===== src/mcctb_cfg.svh =====
// constants for the main clock / time-base / tone block
`ifndef MCCTB_CFG_SVH
`define MCCTB_CFG_SVH
// register byte offsets on the axi4-lite slave
`define MCCTB_OFF_CSR      12'h000
`define MCCTB_OFF_TONE     12'h004
`define MCCTB_OFF_IRQ_STAT 12'h008
`define MCCTB_OFF_IRQ_MASK 12'h00C
`define MCCTB_OFF_POWER    12'h010
// control/status field positions
`define MCCTB_CSR_CLKOUT   7
`define MCCTB_CSR_DIV_HI   6
`define MCCTB_CSR_DIV_LO   5
`define MCCTB_CSR_SLOW     4
`define MCCTB_CSR_TB_HI    3
`define MCCTB_CSR_TB_LO    2
`define MCCTB_CSR_IE       1
`define MCCTB_CSR_FLAG     0
// reset values
`define MCCTB_CSR_RST      8'h00
`define MCCTB_TONE_RST     2'h0
// time-base periods in oscillator cycles
`define MCCTB_TB_P0        18'd16000
`define MCCTB_TB_P1        18'd32000
`define MCCTB_TB_P2        18'd80000
`define MCCTB_TB_P3        18'd200000
// tone half periods in oscillator cycles (8 mhz: 2 khz, 1 khz, 500 hz)
`define MCCTB_TONE_H1      13'd2000
`define MCCTB_TONE_H2      13'd4000
`define MCCTB_TONE_H3      13'd8000
`endif


===== src/mcctb_pkg.sv =====
// types for the main clock / time-base / tone block
package mcctb_pkg;
   // power state as told by the power sequencer
   typedef enum logic [1:0] {
      MCCTB_RUN,
      MCCTB_WAIT,
      MCCTB_ACTIVE_HALT,
      MCCTB_HALT
   } mcctb_power_e;
   // axi response code
   typedef logic [1:0] mcctb_resp_t;
endpackage


===== src/mcctb_top.sv =====
// main clock controller with time base, clock-out and tone output
//
// Register access over AXI4-Lite and the register addresses were chosen for this implementation.
`timescale 1ns/1ps
`default_nettype none
`include "mcctb_cfg.svh"
// ================================================================
module mcctb_top
   import mcctb_pkg::*;
#(
   parameter int unsigned TB_P3 = 200000 // longest period, shortenable
) (
   input  wire  logic        aclk,
   input  wire  logic        aresetn,
   // axi4-lite write address
   input  wire  logic [11:0] s_axi_awaddr,
   input  wire  logic        s_axi_awvalid,
   output logic              s_axi_awready,
   // axi4-lite write data
   input  wire  logic [31:0] s_axi_wdata,
   input  wire  logic [3:0]  s_axi_wstrb,
   input  wire  logic        s_axi_wvalid,
   output logic              s_axi_wready,
   // axi4-lite write response
   output logic [1:0]        s_axi_bresp,
   output logic              s_axi_bvalid,
   input  wire  logic        s_axi_bready,
   // axi4-lite read address
   input  wire  logic [11:0] s_axi_araddr,
   input  wire  logic        s_axi_arvalid,
   output logic              s_axi_arready,
   // axi4-lite read data
   output logic [31:0]       s_axi_rdata,
   output logic [1:0]        s_axi_rresp,
   output logic              s_axi_rvalid,
   input  wire  logic        s_axi_rready,
   // cpu side
   input  wire  logic        cpu_irq_masked,
   input  wire  logic        halt_request,
   input  wire  logic        wait_request,
   input  wire  logic        halt_wake,
   output logic [1:0]        power_state,
   output logic              cpu_clk_en,
   output logic              clock_out_pin,
   output logic              clock_out_sel,
   output logic              tone_pin,
   output logic              tone_sel,
   output logic              timebase_irq,
   output logic              irq
);
   // ================================================================
   // registers and state
   logic [7:0]   csr_r;          // control/status byte
   logic [1:0]   tone_r;         // tone select
   logic [0:0]   irq_mask_r;     // interrupt mask, same layout as status
   logic [0:0]   irq_stat_r;     // sticky event status
   logic [1:0]   tb_active_r;    // period in force
   logic [17:0]  tb_cnt_r;       // time-base counter
   logic [3:0]   div_cnt_r;      // cpu clock divider
   logic         cpu_en_r;       // cpu clock enable
   logic         clkout_r;       // clock-out toggle
   logic [12:0]  tone_cnt_r;     // tone half-period counter
   logic         tone_r_q;       // tone output level
   mcctb_power_e pwr_r;          // power state
   logic         tb_wrap;        // period end this cycle
   logic [17:0]  tb_period;      // period in cycles
   logic         frozen;         // registers frozen
   logic         rd_fire;        // read taken this cycle
   logic         wr_fire;        // write taken this cycle
   logic [11:0]  rd_addr;        // read address
   logic [4:0]   div_last;       // divider last count
   // ================================================================
   // power state
   assign frozen = (pwr_r == MCCTB_ACTIVE_HALT) || (pwr_r == MCCTB_HALT);
   // power state machine driven by the sequencer
   always_ff @(posedge aclk) begin
      if (!aresetn) begin
         pwr_r <= MCCTB_RUN;
      end else begin
         unique case (pwr_r)
            MCCTB_RUN: begin
               if (halt_request) begin
                  // enable bit picks active-halt over halt
                  pwr_r <= csr_r[`MCCTB_CSR_IE] ? MCCTB_ACTIVE_HALT : MCCTB_HALT;
               end else if (wait_request) begin
                  pwr_r <= MCCTB_WAIT;
               end
            end
            // time-base irq or other wake leaves wait
            MCCTB_WAIT: if (timebase_irq || halt_wake) pwr_r <= MCCTB_RUN;
            MCCTB_ACTIVE_HALT: if (tb_wrap || halt_wake) pwr_r <= MCCTB_RUN;
            // only an external wake leaves full halt
            MCCTB_HALT: if (halt_wake) pwr_r <= MCCTB_RUN;
         endcase
      end
   end
   assign power_state = pwr_r;
   // ================================================================
   // time-base counter
   always_comb begin
      unique case (tb_active_r)
         2'd0: tb_period = `MCCTB_TB_P0;
         2'd1: tb_period = `MCCTB_TB_P1;
         2'd2: tb_period = `MCCTB_TB_P2;
         2'd3: tb_period = 18'(TB_P3);
      endcase
   end
   assign tb_wrap = (pwr_r != MCCTB_HALT) && (tb_cnt_r == tb_period - 18'd1);
   // free-running counter, stopped only in full halt
   always_ff @(posedge aclk) begin
      if (!aresetn) begin
         tb_cnt_r    <= 18'd0;
         tb_active_r <= 2'd0;
      end else if (pwr_r != MCCTB_HALT) begin
         if (tb_wrap) begin
            tb_cnt_r    <= 18'd0;
            // selection loaded only at period end
            tb_active_r <= csr_r[`MCCTB_CSR_TB_HI:`MCCTB_CSR_TB_LO];
         end else begin
            tb_cnt_r <= tb_cnt_r + 18'd1;
         end
      end
   end
   // ================================================================
   // cpu clock divider
   always_comb begin
      unique case (csr_r[`MCCTB_CSR_DIV_HI:`MCCTB_CSR_DIV_LO])
         2'd0: div_last = 5'd1;
         2'd1: div_last = 5'd3;
         2'd2: div_last = 5'd7;
         2'd3: div_last = 5'd15;
      endcase
   end
   // one-cycle enable every divisor cycles in slow mode
   always_ff @(posedge aclk) begin
      if (!aresetn) begin
         div_cnt_r <= 4'd0;
         cpu_en_r  <= 1'b0;
      end else if (!csr_r[`MCCTB_CSR_SLOW]) begin
         div_cnt_r <= 4'd0;
         cpu_en_r  <= 1'b1;
      end else if ({1'b0, div_cnt_r} >= div_last) begin
         div_cnt_r <= 4'd0;
         cpu_en_r  <= 1'b1;
      end else begin
         div_cnt_r <= div_cnt_r + 4'd1;
         cpu_en_r  <= 1'b0;
      end
   end
   assign cpu_clk_en = cpu_en_r;
   // ================================================================
   // clock-out: toggles on each cpu clock tick outside active-halt
   always_ff @(posedge aclk) begin
      if (!aresetn) begin
         clkout_r <= 1'b0;
      end else if (!csr_r[`MCCTB_CSR_CLKOUT] || pwr_r == MCCTB_ACTIVE_HALT) begin
         clkout_r <= 1'b0;
      end else if (cpu_en_r) begin
         clkout_r <= ~clkout_r;
      end
   end
   assign clock_out_pin = clkout_r;
   assign clock_out_sel = csr_r[`MCCTB_CSR_CLKOUT];
   // ================================================================
   // tone generator, square wave at half-period count
   logic [12:0] tone_half; // half period for current select
   always_comb begin
      unique case (tone_r)
         2'd0: tone_half = 13'd1;
         2'd1: tone_half = `MCCTB_TONE_H1;
         2'd2: tone_half = `MCCTB_TONE_H2;
         2'd3: tone_half = `MCCTB_TONE_H3;
      endcase
   end
   // half-period counter, held at zero when off or in full halt
   always_ff @(posedge aclk) begin
      if (!aresetn) begin
         tone_cnt_r <= 13'd0;
         tone_r_q   <= 1'b0;
      end else if (tone_r == 2'd0 || pwr_r == MCCTB_HALT) begin
         tone_cnt_r <= 13'd0;
         tone_r_q   <= 1'b0;
      end else if (tone_cnt_r >= tone_half - 13'd1) begin
         tone_cnt_r <= 13'd0;
         tone_r_q   <= ~tone_r_q;
      end else begin
         tone_cnt_r <= tone_cnt_r + 13'd1;
      end
   end
   assign tone_pin = tone_r_q;
   assign tone_sel = (tone_r != 2'd0);
   // ================================================================
   // axi4-lite slave: write path
   logic        aw_held_r;  // address accepted
   logic        w_held_r;   // data accepted
   logic [11:0] aw_addr_r;  // held address
   logic [31:0] w_data_r;   // held data
   logic [3:0]  w_strb_r;   // held strobes
   logic        bvalid_r;   // response pending
   logic [1:0]  bresp_r;    // response code
   assign s_axi_awready = !aw_held_r && !bvalid_r;
   assign s_axi_wready  = !w_held_r && !bvalid_r;
   assign wr_fire       = aw_held_r && w_held_r && !bvalid_r;
   // capture address and data in either order
   always_ff @(posedge aclk) begin
      if (!aresetn) begin
         aw_held_r <= 1'b0;
         w_held_r  <= 1'b0;
         aw_addr_r <= 12'h000;
         w_data_r  <= 32'h0000_0000;
         w_strb_r  <= 4'h0;
      end else begin
         if (s_axi_awvalid && s_axi_awready) begin
            aw_held_r <= 1'b1;
            aw_addr_r <= s_axi_awaddr;
         end else if (wr_fire) begin
            aw_held_r <= 1'b0;
         end
         if (s_axi_wvalid && s_axi_wready) begin
            w_held_r <= 1'b1;
            w_data_r <= s_axi_wdata;
            w_strb_r <= s_axi_wstrb;
         end else if (wr_fire) begin
            w_held_r <= 1'b0;
         end
      end
   end
   // write response
   always_ff @(posedge aclk) begin
      if (!aresetn) begin
         bvalid_r <= 1'b0;
         bresp_r  <= 2'b00;
      end else if (wr_fire) begin
         bvalid_r <= 1'b1;
         unique case (aw_addr_r)
            `MCCTB_OFF_CSR, `MCCTB_OFF_TONE, `MCCTB_OFF_IRQ_STAT,
            `MCCTB_OFF_IRQ_MASK, `MCCTB_OFF_POWER: bresp_r <= 2'b00;
            default: bresp_r <= 2'b10; // unmapped: slverr
         endcase
      end else if (s_axi_bready) begin
         bvalid_r <= 1'b0;
      end
   end
   assign s_axi_bvalid = bvalid_r;
   assign s_axi_bresp  = bresp_r;
   // ================================================================
   // axi4-lite slave: read path
   logic        rvalid_r; // read data pending
   logic [31:0] rdata_r;  // read data
   logic [1:0]  rresp_r;  // read response
   assign s_axi_arready = !rvalid_r;
   assign rd_fire       = s_axi_arvalid && !rvalid_r;
   assign rd_addr       = s_axi_araddr;
   always_ff @(posedge aclk) begin
      if (!aresetn) begin
         rvalid_r <= 1'b0;
         rdata_r  <= 32'h0000_0000;
         rresp_r  <= 2'b00;
      end else if (rd_fire) begin
         rvalid_r <= 1'b1;
         rresp_r  <= 2'b00;
         unique case (rd_addr)
            `MCCTB_OFF_CSR:      rdata_r <= {24'h00_0000, csr_r[7:1], csr_r[0] | tb_wrap};
            `MCCTB_OFF_TONE:     rdata_r <= {30'h0000_0000, tone_r};
            `MCCTB_OFF_IRQ_STAT: rdata_r <= {31'h0000_0000, irq_stat_r};
            `MCCTB_OFF_IRQ_MASK: rdata_r <= {31'h0000_0000, irq_mask_r};
            `MCCTB_OFF_POWER:    rdata_r <= {30'h0000_0000, pwr_r};
            default: begin
               rdata_r <= 32'h0000_0000;
               rresp_r <= 2'b10;
            end
         endcase
      end else if (s_axi_rready) begin
         rvalid_r <= 1'b0;
      end
   end
   assign s_axi_rvalid = rvalid_r;
   assign s_axi_rdata  = rdata_r;
   assign s_axi_rresp  = rresp_r;
   // ================================================================
   // control/status register; frozen while halted
   logic csr_wr; // write hits control/status
   logic csr_rd; // read hits control/status
   assign csr_wr = wr_fire && aw_addr_r == `MCCTB_OFF_CSR && w_strb_r[0] && !frozen;
   assign csr_rd = rd_fire && rd_addr == `MCCTB_OFF_CSR;
   always_ff @(posedge aclk) begin
      if (!aresetn) begin
         csr_r <= `MCCTB_CSR_RST;
      end else begin
         if (csr_wr) begin
            // flag bit is not writable
            csr_r[7:1] <= w_data_r[7:1];
         end
         // a wrap wins over a read clear
         if (tb_wrap) begin
            csr_r[`MCCTB_CSR_FLAG] <= 1'b1;
         end else if (csr_rd) begin
            csr_r[`MCCTB_CSR_FLAG] <= 1'b0;
         end
      end
   end
   // tone register and interrupt mask
   always_ff @(posedge aclk) begin
      if (!aresetn) begin
         tone_r     <= `MCCTB_TONE_RST;
         irq_mask_r <= 1'b0;
      end else if (wr_fire && w_strb_r[0] && !frozen) begin
         if (aw_addr_r == `MCCTB_OFF_TONE) tone_r <= w_data_r[1:0];
         if (aw_addr_r == `MCCTB_OFF_IRQ_MASK) irq_mask_r <= w_data_r[0:0];
      end
   end
   // sticky status: set wins over read clear
   always_ff @(posedge aclk) begin
      if (!aresetn) begin
         irq_stat_r <= 1'b0;
      end else if (tb_wrap) begin
         irq_stat_r <= 1'b1;
      end else if (rd_fire && rd_addr == `MCCTB_OFF_IRQ_STAT) begin
         irq_stat_r <= 1'b0;
      end
   end
   // interrupt request to the cpu
   assign timebase_irq = csr_r[`MCCTB_CSR_FLAG] && csr_r[`MCCTB_CSR_IE] && !cpu_irq_masked;
   assign irq          = |(irq_stat_r & irq_mask_r);
   // ================================================================
   // checks
   a_flag_on_wrap: assert property (@(posedge aclk) disable iff (!aresetn)
      tb_wrap |=> csr_r[0]) else $error("flag not set after wrap");
   a_flag_read_clr: assert property (@(posedge aclk) disable iff (!aresetn)
      csr_rd && !tb_wrap |=> !csr_r[0]) else $error("flag not cleared by read");
   // the enable is still at its reset level on the first edge after release
   a_normal_clock: assert property (@(posedge aclk) disable iff (!aresetn)
      $past(aresetn) && !csr_r[4] && !$past(csr_r[4]) |-> cpu_en_r)
      else $error("cpu clock gated in normal");
   a_slow_div_two: assert property (@(posedge aclk) disable iff (!aresetn)
      (csr_r[6:4] == 3'b001)[*4] |-> (cpu_en_r != $past(cpu_en_r)))
      else $error("divide by two wrong");
   a_clkout_halt: assert property (@(posedge aclk) disable iff (!aresetn)
      pwr_r == MCCTB_ACTIVE_HALT |=> !clkout_r) else $error("clock-out toggles in halt");
   a_halt_freeze: assert property (@(posedge aclk) disable iff (!aresetn)
      pwr_r == MCCTB_HALT && $past(pwr_r) == MCCTB_HALT |-> $stable(tb_cnt_r))
      else $error("counter runs in halt");
   a_halt_select: assert property (@(posedge aclk) disable iff (!aresetn)
      pwr_r == MCCTB_RUN && halt_request && csr_r[1] |=> pwr_r == MCCTB_ACTIVE_HALT)
      else $error("active-halt not entered");
   a_irq_gate: assert property (@(posedge aclk) disable iff (!aresetn)
      timebase_irq |-> csr_r[1] && !cpu_irq_masked) else $error("irq without enable");
   a_irq_raise: assert property (@(posedge aclk) disable iff (!aresetn)
      $past(tb_wrap) && csr_r[1] && !cpu_irq_masked |-> timebase_irq)
      else $error("irq not raised after wrap");
   a_period_hold: assert property (@(posedge aclk) disable iff (!aresetn)
      !tb_wrap |=> $stable(tb_active_r)) else $error("period changed mid-run");
endmodule
`default_nettype wire


===== config.mk =====
export PLATFORM = sky130hd
export DESIGN_NAME = mcctb_top
export DESIGN_NICKNAME = d
export VERILOG_FILES = /design/src/mcctb_pkg.sv /design/src/mcctb_top.sv
export VERILOG_INCLUDE_DIRS = /design/src /design/src/src
export SDC_FILE = /design/constraint.sdc
export NUM_CORES = 1
export LEC_CHECK = 0
export ABC_AREA = 1
export BUFFER_PORTS_ARGS = -buffer_cell sky130_fd_sc_hd__buf_2
export CORE_MARGIN = 5
export CORE_UTILIZATION = 50
export DETAILED_ROUTE_END_ITERATION = 16
export PLACE_DENSITY = 0.76
export SETUP_SLACK_MARGIN = 0.15
export SLEW_MARGIN = 20
export SYNTH_ARGS = -nofsm -noshare
export SYNTH_HDL_FRONTEND = slang
export SYNTH_SLANG_ARGS = --single-unit

===== constraint.sdc =====
create_clock -name aclk -period 3.3 [get_ports aclk]
set_input_delay 0.33 -clock aclk [delete_from_list [all_inputs] [get_ports aclk]]
set_output_delay 0.33 -clock aclk [all_outputs]
set_load 0.03 [all_outputs]

==> impl_results.rst <==
.. list-table::
   :header-rows: 1

   * - Metric
     - Value
   * - Half-perimeter wire length after detailed placement
     - roughly 7400 um
   * - Count of fill cells added during filler insertion
     - 850
   * - WL final
     - 9650 um
   * - Startpoint of the tightest hold check path
     - s_axi_bready
   * - Sequential fraction of the synthesis area
     - between 30% and 40%
   * - RR Endpoint
     - tone_cnt_r[0]
   * - Post-synthesis instance total
     - ~620
   * - Met1 routing resource usage after global routing
     - around 20%
   * - CTS tree
     - yes
   * - Synth unique cells
     - 43
   * - Outcome
     - finished clean
   * - Final design instance area without fill
     - ~0.0052 mm2
   * - Internal power
     - 1.546 mW
   * - Number of standard cells in the layout, taps in and fillers out
     - around 810
   * - Setup Skew
     - 0.01286 ns
   * - Global-route met2 utilization
     - a little under a third
   * - Ratio of routed vias to standard cells
     - 5.088
   * - Clk buf depth
     - 2
   * - RSZ-0062 raised after global routing
     - no
   * - Number of cells traversed by the worst register-to-register path
     - 11
   * - Register area
     - 0.001782 mm2
   * - Max_cap viols
     - 0
   * - Highest achievable clock rate
     - around 380 MHz
   * - Sequential cell fraction of total power
     - a little over half
   * - GR Layer Usage met3
     - 3.218%
   * - Combinational power share
     - roughly an eighth
   * - Worst skew pair latency
     - approximately 0.35 ns
   * - Pin count of the biggest net entering global routing
     - 36
   * - Placed cell area
     - 0.004942 mm2
   * - Worst hold path endpoint
     - s_axi_bvalid
   * - Reg2Reg Setup Slack
     - between 0.6 and 0.7 ns
   * - Smallest hold slack
     - approximately 0.22 ns
   * - Final weighted congestion in routability-driven placement
     - 0.8189
   * - X dimension of the die
     - around 110 um
   * - IO Count
     - 121
   * - Detail-routed net length per standard cell
     - 11.97 um
   * - Number of warning messages in the yosys log
     - 0
   * - Area of the multi-input gates
     - around 0.0024 mm2
   * - Overall global routing resource usage
     - 17.55%
   * - Number of stages on the worst hold path
     - 4
   * - Sum of internal, switching and leakage power
     - roughly 2.2 mW
   * - CP arrival
     - ~2.9 ns
   * - Least-Margin Pin Slew
     - about 0.5 ns
   * - H-tree levels
     - 3
   * - Clock root buffer master
     - sky130_fd_sc_hd__clkbuf_8
   * - DR iter-0 viols
     - around 170
   * - Ant. Diodes
     - 0
   * - Number of rows created at floorplan
     - 35
   * - Total net switching power
     - just over 600 uW
   * - Gr ovfl total
     - 0
   * - Slew headroom
     - 66.24%
   * - Total clock buffers created by CTS
     - 9
   * - Wire length of the first global-routing pass
     - ~17,000 um
   * - Number of port buffers
     - 67
   * - Critical Path RT
     - ~3.6 ns
   * - Final Net Count
     - ~800
   * - Power density cells
     - approximately 420 mW/mm2
   * - Worst Slack Setup Final
     - roughly 0.69 ns
   * - Routed via count
     - about 4,100
   * - Remaining antenna violation count
     - 0
   * - Area growth, synth to finish
     - 11.52%
   * - Die height
     - ~110 um
   * - Clock transition time at the flip-flop clock pins of the worst setup and hold paths
     - ~0.09 ns
   * - GRT Max-Usage Layer
     - met2
   * - Pleak
     - roughly 2.3 nW
   * - Proportion of power drawn by the clock network
     - a little over a third
   * - Max-slew violation total from the final report
     - 0
   * - Worst setup EP type
     - register
   * - Initial Util
     - approximately half
   * - Clock period minus final worst setup slack
     - roughly 2.6 ns
   * - Combined area of all synthesized cells
     - 0.004626 mm2
   * - Utilization of the core after routing
     - a little under three fifths
   * - Clock sink total
     - 89
   * - Fraction of layout instances using a drive strength above 1
     - between 10% and 20%
   * - Most common cell after layout, fill and taps aside
     - sky130_fd_sc_hd__nand2_1
   * - Switching Fraction
     - ~28%
   * - Final Hold Vio Count
     - 0
   * - Average size of a mapped cell
     - 7.437 um2
   * - Die area
     - between 0.01 and 0.015 mm2
   * - Critical Setup Path Class
     - register to register
   * - Kind of launch point of the worst setup path
     - register
   * - Post-route DRC violation count
     - 0
   * - Post_cts resized
     - 0
   * - Total negative setup slack
     - 0 ns
   * - Number of antenna violations at the first check in global routing
     - 0
   * - Critical register-to-register path startpoint
     - tone_r[0]
   * - DRT Pass-1 Iters
     - 5
   * - Hold-fix buffer count after cts
     - 0
   * - Maximum fanout along the worst path
     - 12
   * - Worst-case setup slack after placement
     - around 0.43 ns
   * - FF+latch count, synth
     - 89
   * - Area of the core region
     - 0.009109 mm2
   * - Dpl cells
     - about 790
   * - Peak supply drop
     - 0.3203 mV
   * - Via count of the first global-routing pass
     - 3,938
   * - Commonest cells after routing, fill and taps aside
     - 98 x sky130_fd_sc_hd__nand2_1, 93 x sky130_fd_sc_hd__nor2_1, 89 x sky130_fd_sc_hd__dfxtp_1
   * - Worst min path class
     - input port to register
   * - Final Cycle Share
     - about four fifths
   * - Setup violations, final
     - 0
[logic make-up after synthesis]
kind of cell	count (synthesis)	synth area share [%]
flip-flops	89	38.52
AO/OA/AOI/OAI	99	12.04
adder cells (fa/ha/maj)	25	6.762
buffers and inverters	112	11.60
AND/OR/NAND/NOR	279	27.78
XOR/XNOR	17	3.219
other	1	0.08107
[sequential cells by signal, summed over array words and instances, names as in the netlist]
signal and cells:
aw_addr_r 12, aw_held_r 1, clock_out_pin 1, cpu_clk_en 1, csr_r 8, div_cnt_r 4, irq_mask_r 1, irq_stat_r 1
power_state 2, s_axi_bresp 1, s_axi_bvalid 1, s_axi_rdata 8, s_axi_rresp 1, s_axi_rvalid 1, tb_active_r 2, tb_cnt_r 18
tone_cnt_r 13, tone_pin 1, tone_r 2, w_data_r 8, w_held_r 1, w_strb_r 1
[worst max path at each step]
stage	start	to
4_1_cts	tone_r[0]	tone_cnt_r[3]
3_5_place_dp	tone_r[0]	tone_cnt_r[3]
2_1_floorplan	tone_r[0]	tone_cnt_r[11]
5_1_grt	tone_r[0]	tone_cnt_r[3]
3_3_place_gp	tone_r[0]	tone_cnt_r[9]
6_report	tone_r[0]	tone_cnt_r[0]
[critical path: stages (launching register included)]
cell and delay (ns):
sky130_fd_sc_hd__dfxtp_1 0.46, sky130_fd_sc_hd__inv_1 0.10, sky130_fd_sc_hd__ha_1 0.33, sky130_fd_sc_hd__or2_2 0.34, sky130_fd_sc_hd__ha_1 0.32, sky130_fd_sc_hd__a21oi_1 0.13
sky130_fd_sc_hd__o21ai_0 0.10, sky130_fd_sc_hd__o211ai_1 0.25, sky130_fd_sc_hd__nand4_1 0.13, sky130_fd_sc_hd__buf_4 0.19, sky130_fd_sc_hd__buf_4 0.14, sky130_fd_sc_hd__nor2_1 0.07
[what timing repair did]
action | in CTS | in global routing
buffers inserted | 0 | 2
hold endpoints to repair | 0 | 0
setup endpoints to repair | 0 | 1
[power groups by stage]
stage / Clock (mW) / Combinational, mW / Sequential [mW]
floorplan: 0 / 0.198 / 1.18
global placement: 0 / 0.251 / 1.16
detailed placement: 0 / 0.257 / 1.17
CTS: 0.771 / 0.258 / 1.14
global route: 0.811 / 0.286 / 1.15
finish: 0.754 / 0.257 / 1.14
[layer usage]
metal / wire length [um] / share of wire, % / up-vias
met5: 0 / 0 / -
met4: 338 / 3.5 / 0
met3: 520 / 5.4 / 29
met2: 4564 / 47 / 122
met1: 4227 / 44 / 1847
li1: - / - / 2103
[Yosys cell counts (all sizes together)]
library cell,n,area (um2)
nand2,102,392.9
nor2,101,404.1
dfxtp,89,1782
inv,73,274.0
a21oi,44,220.2
o21ai,39,198.9
nand3,34,187.7
buf,32,236.5
ha,25,312.8
nor3,16,105.1
xor2,12,105.1
nand4,8,50.05
nor3b,8,75.08
a211oi,7,67.57
clkbuf,6,22.52
nor4,5,31.28
xnor2,5,43.79
nand3b,3,26.27
o211ai,3,22.52
o31ai,2,15.01
or2,2,12.52
a21boi,1,7.510
a221oi,1,8.760
clkinv,1,3.750
conb,1,3.750
o21a,1,7.510
o221ai,1,8.760
[final cells by class]
type / instances / share of cell area (%)
multi-input cells: 446 / 46.54
well taps: 111 / 2.692
clock inverters: 7 / 1.504
clock buffers: 9 / 2.401
inverters: 74 / 5.384
flip-flops and latches: 89 / 34.54
repair buffers: 70 / 6.937
No activity file was read; power rests on OpenSTA's default activity.
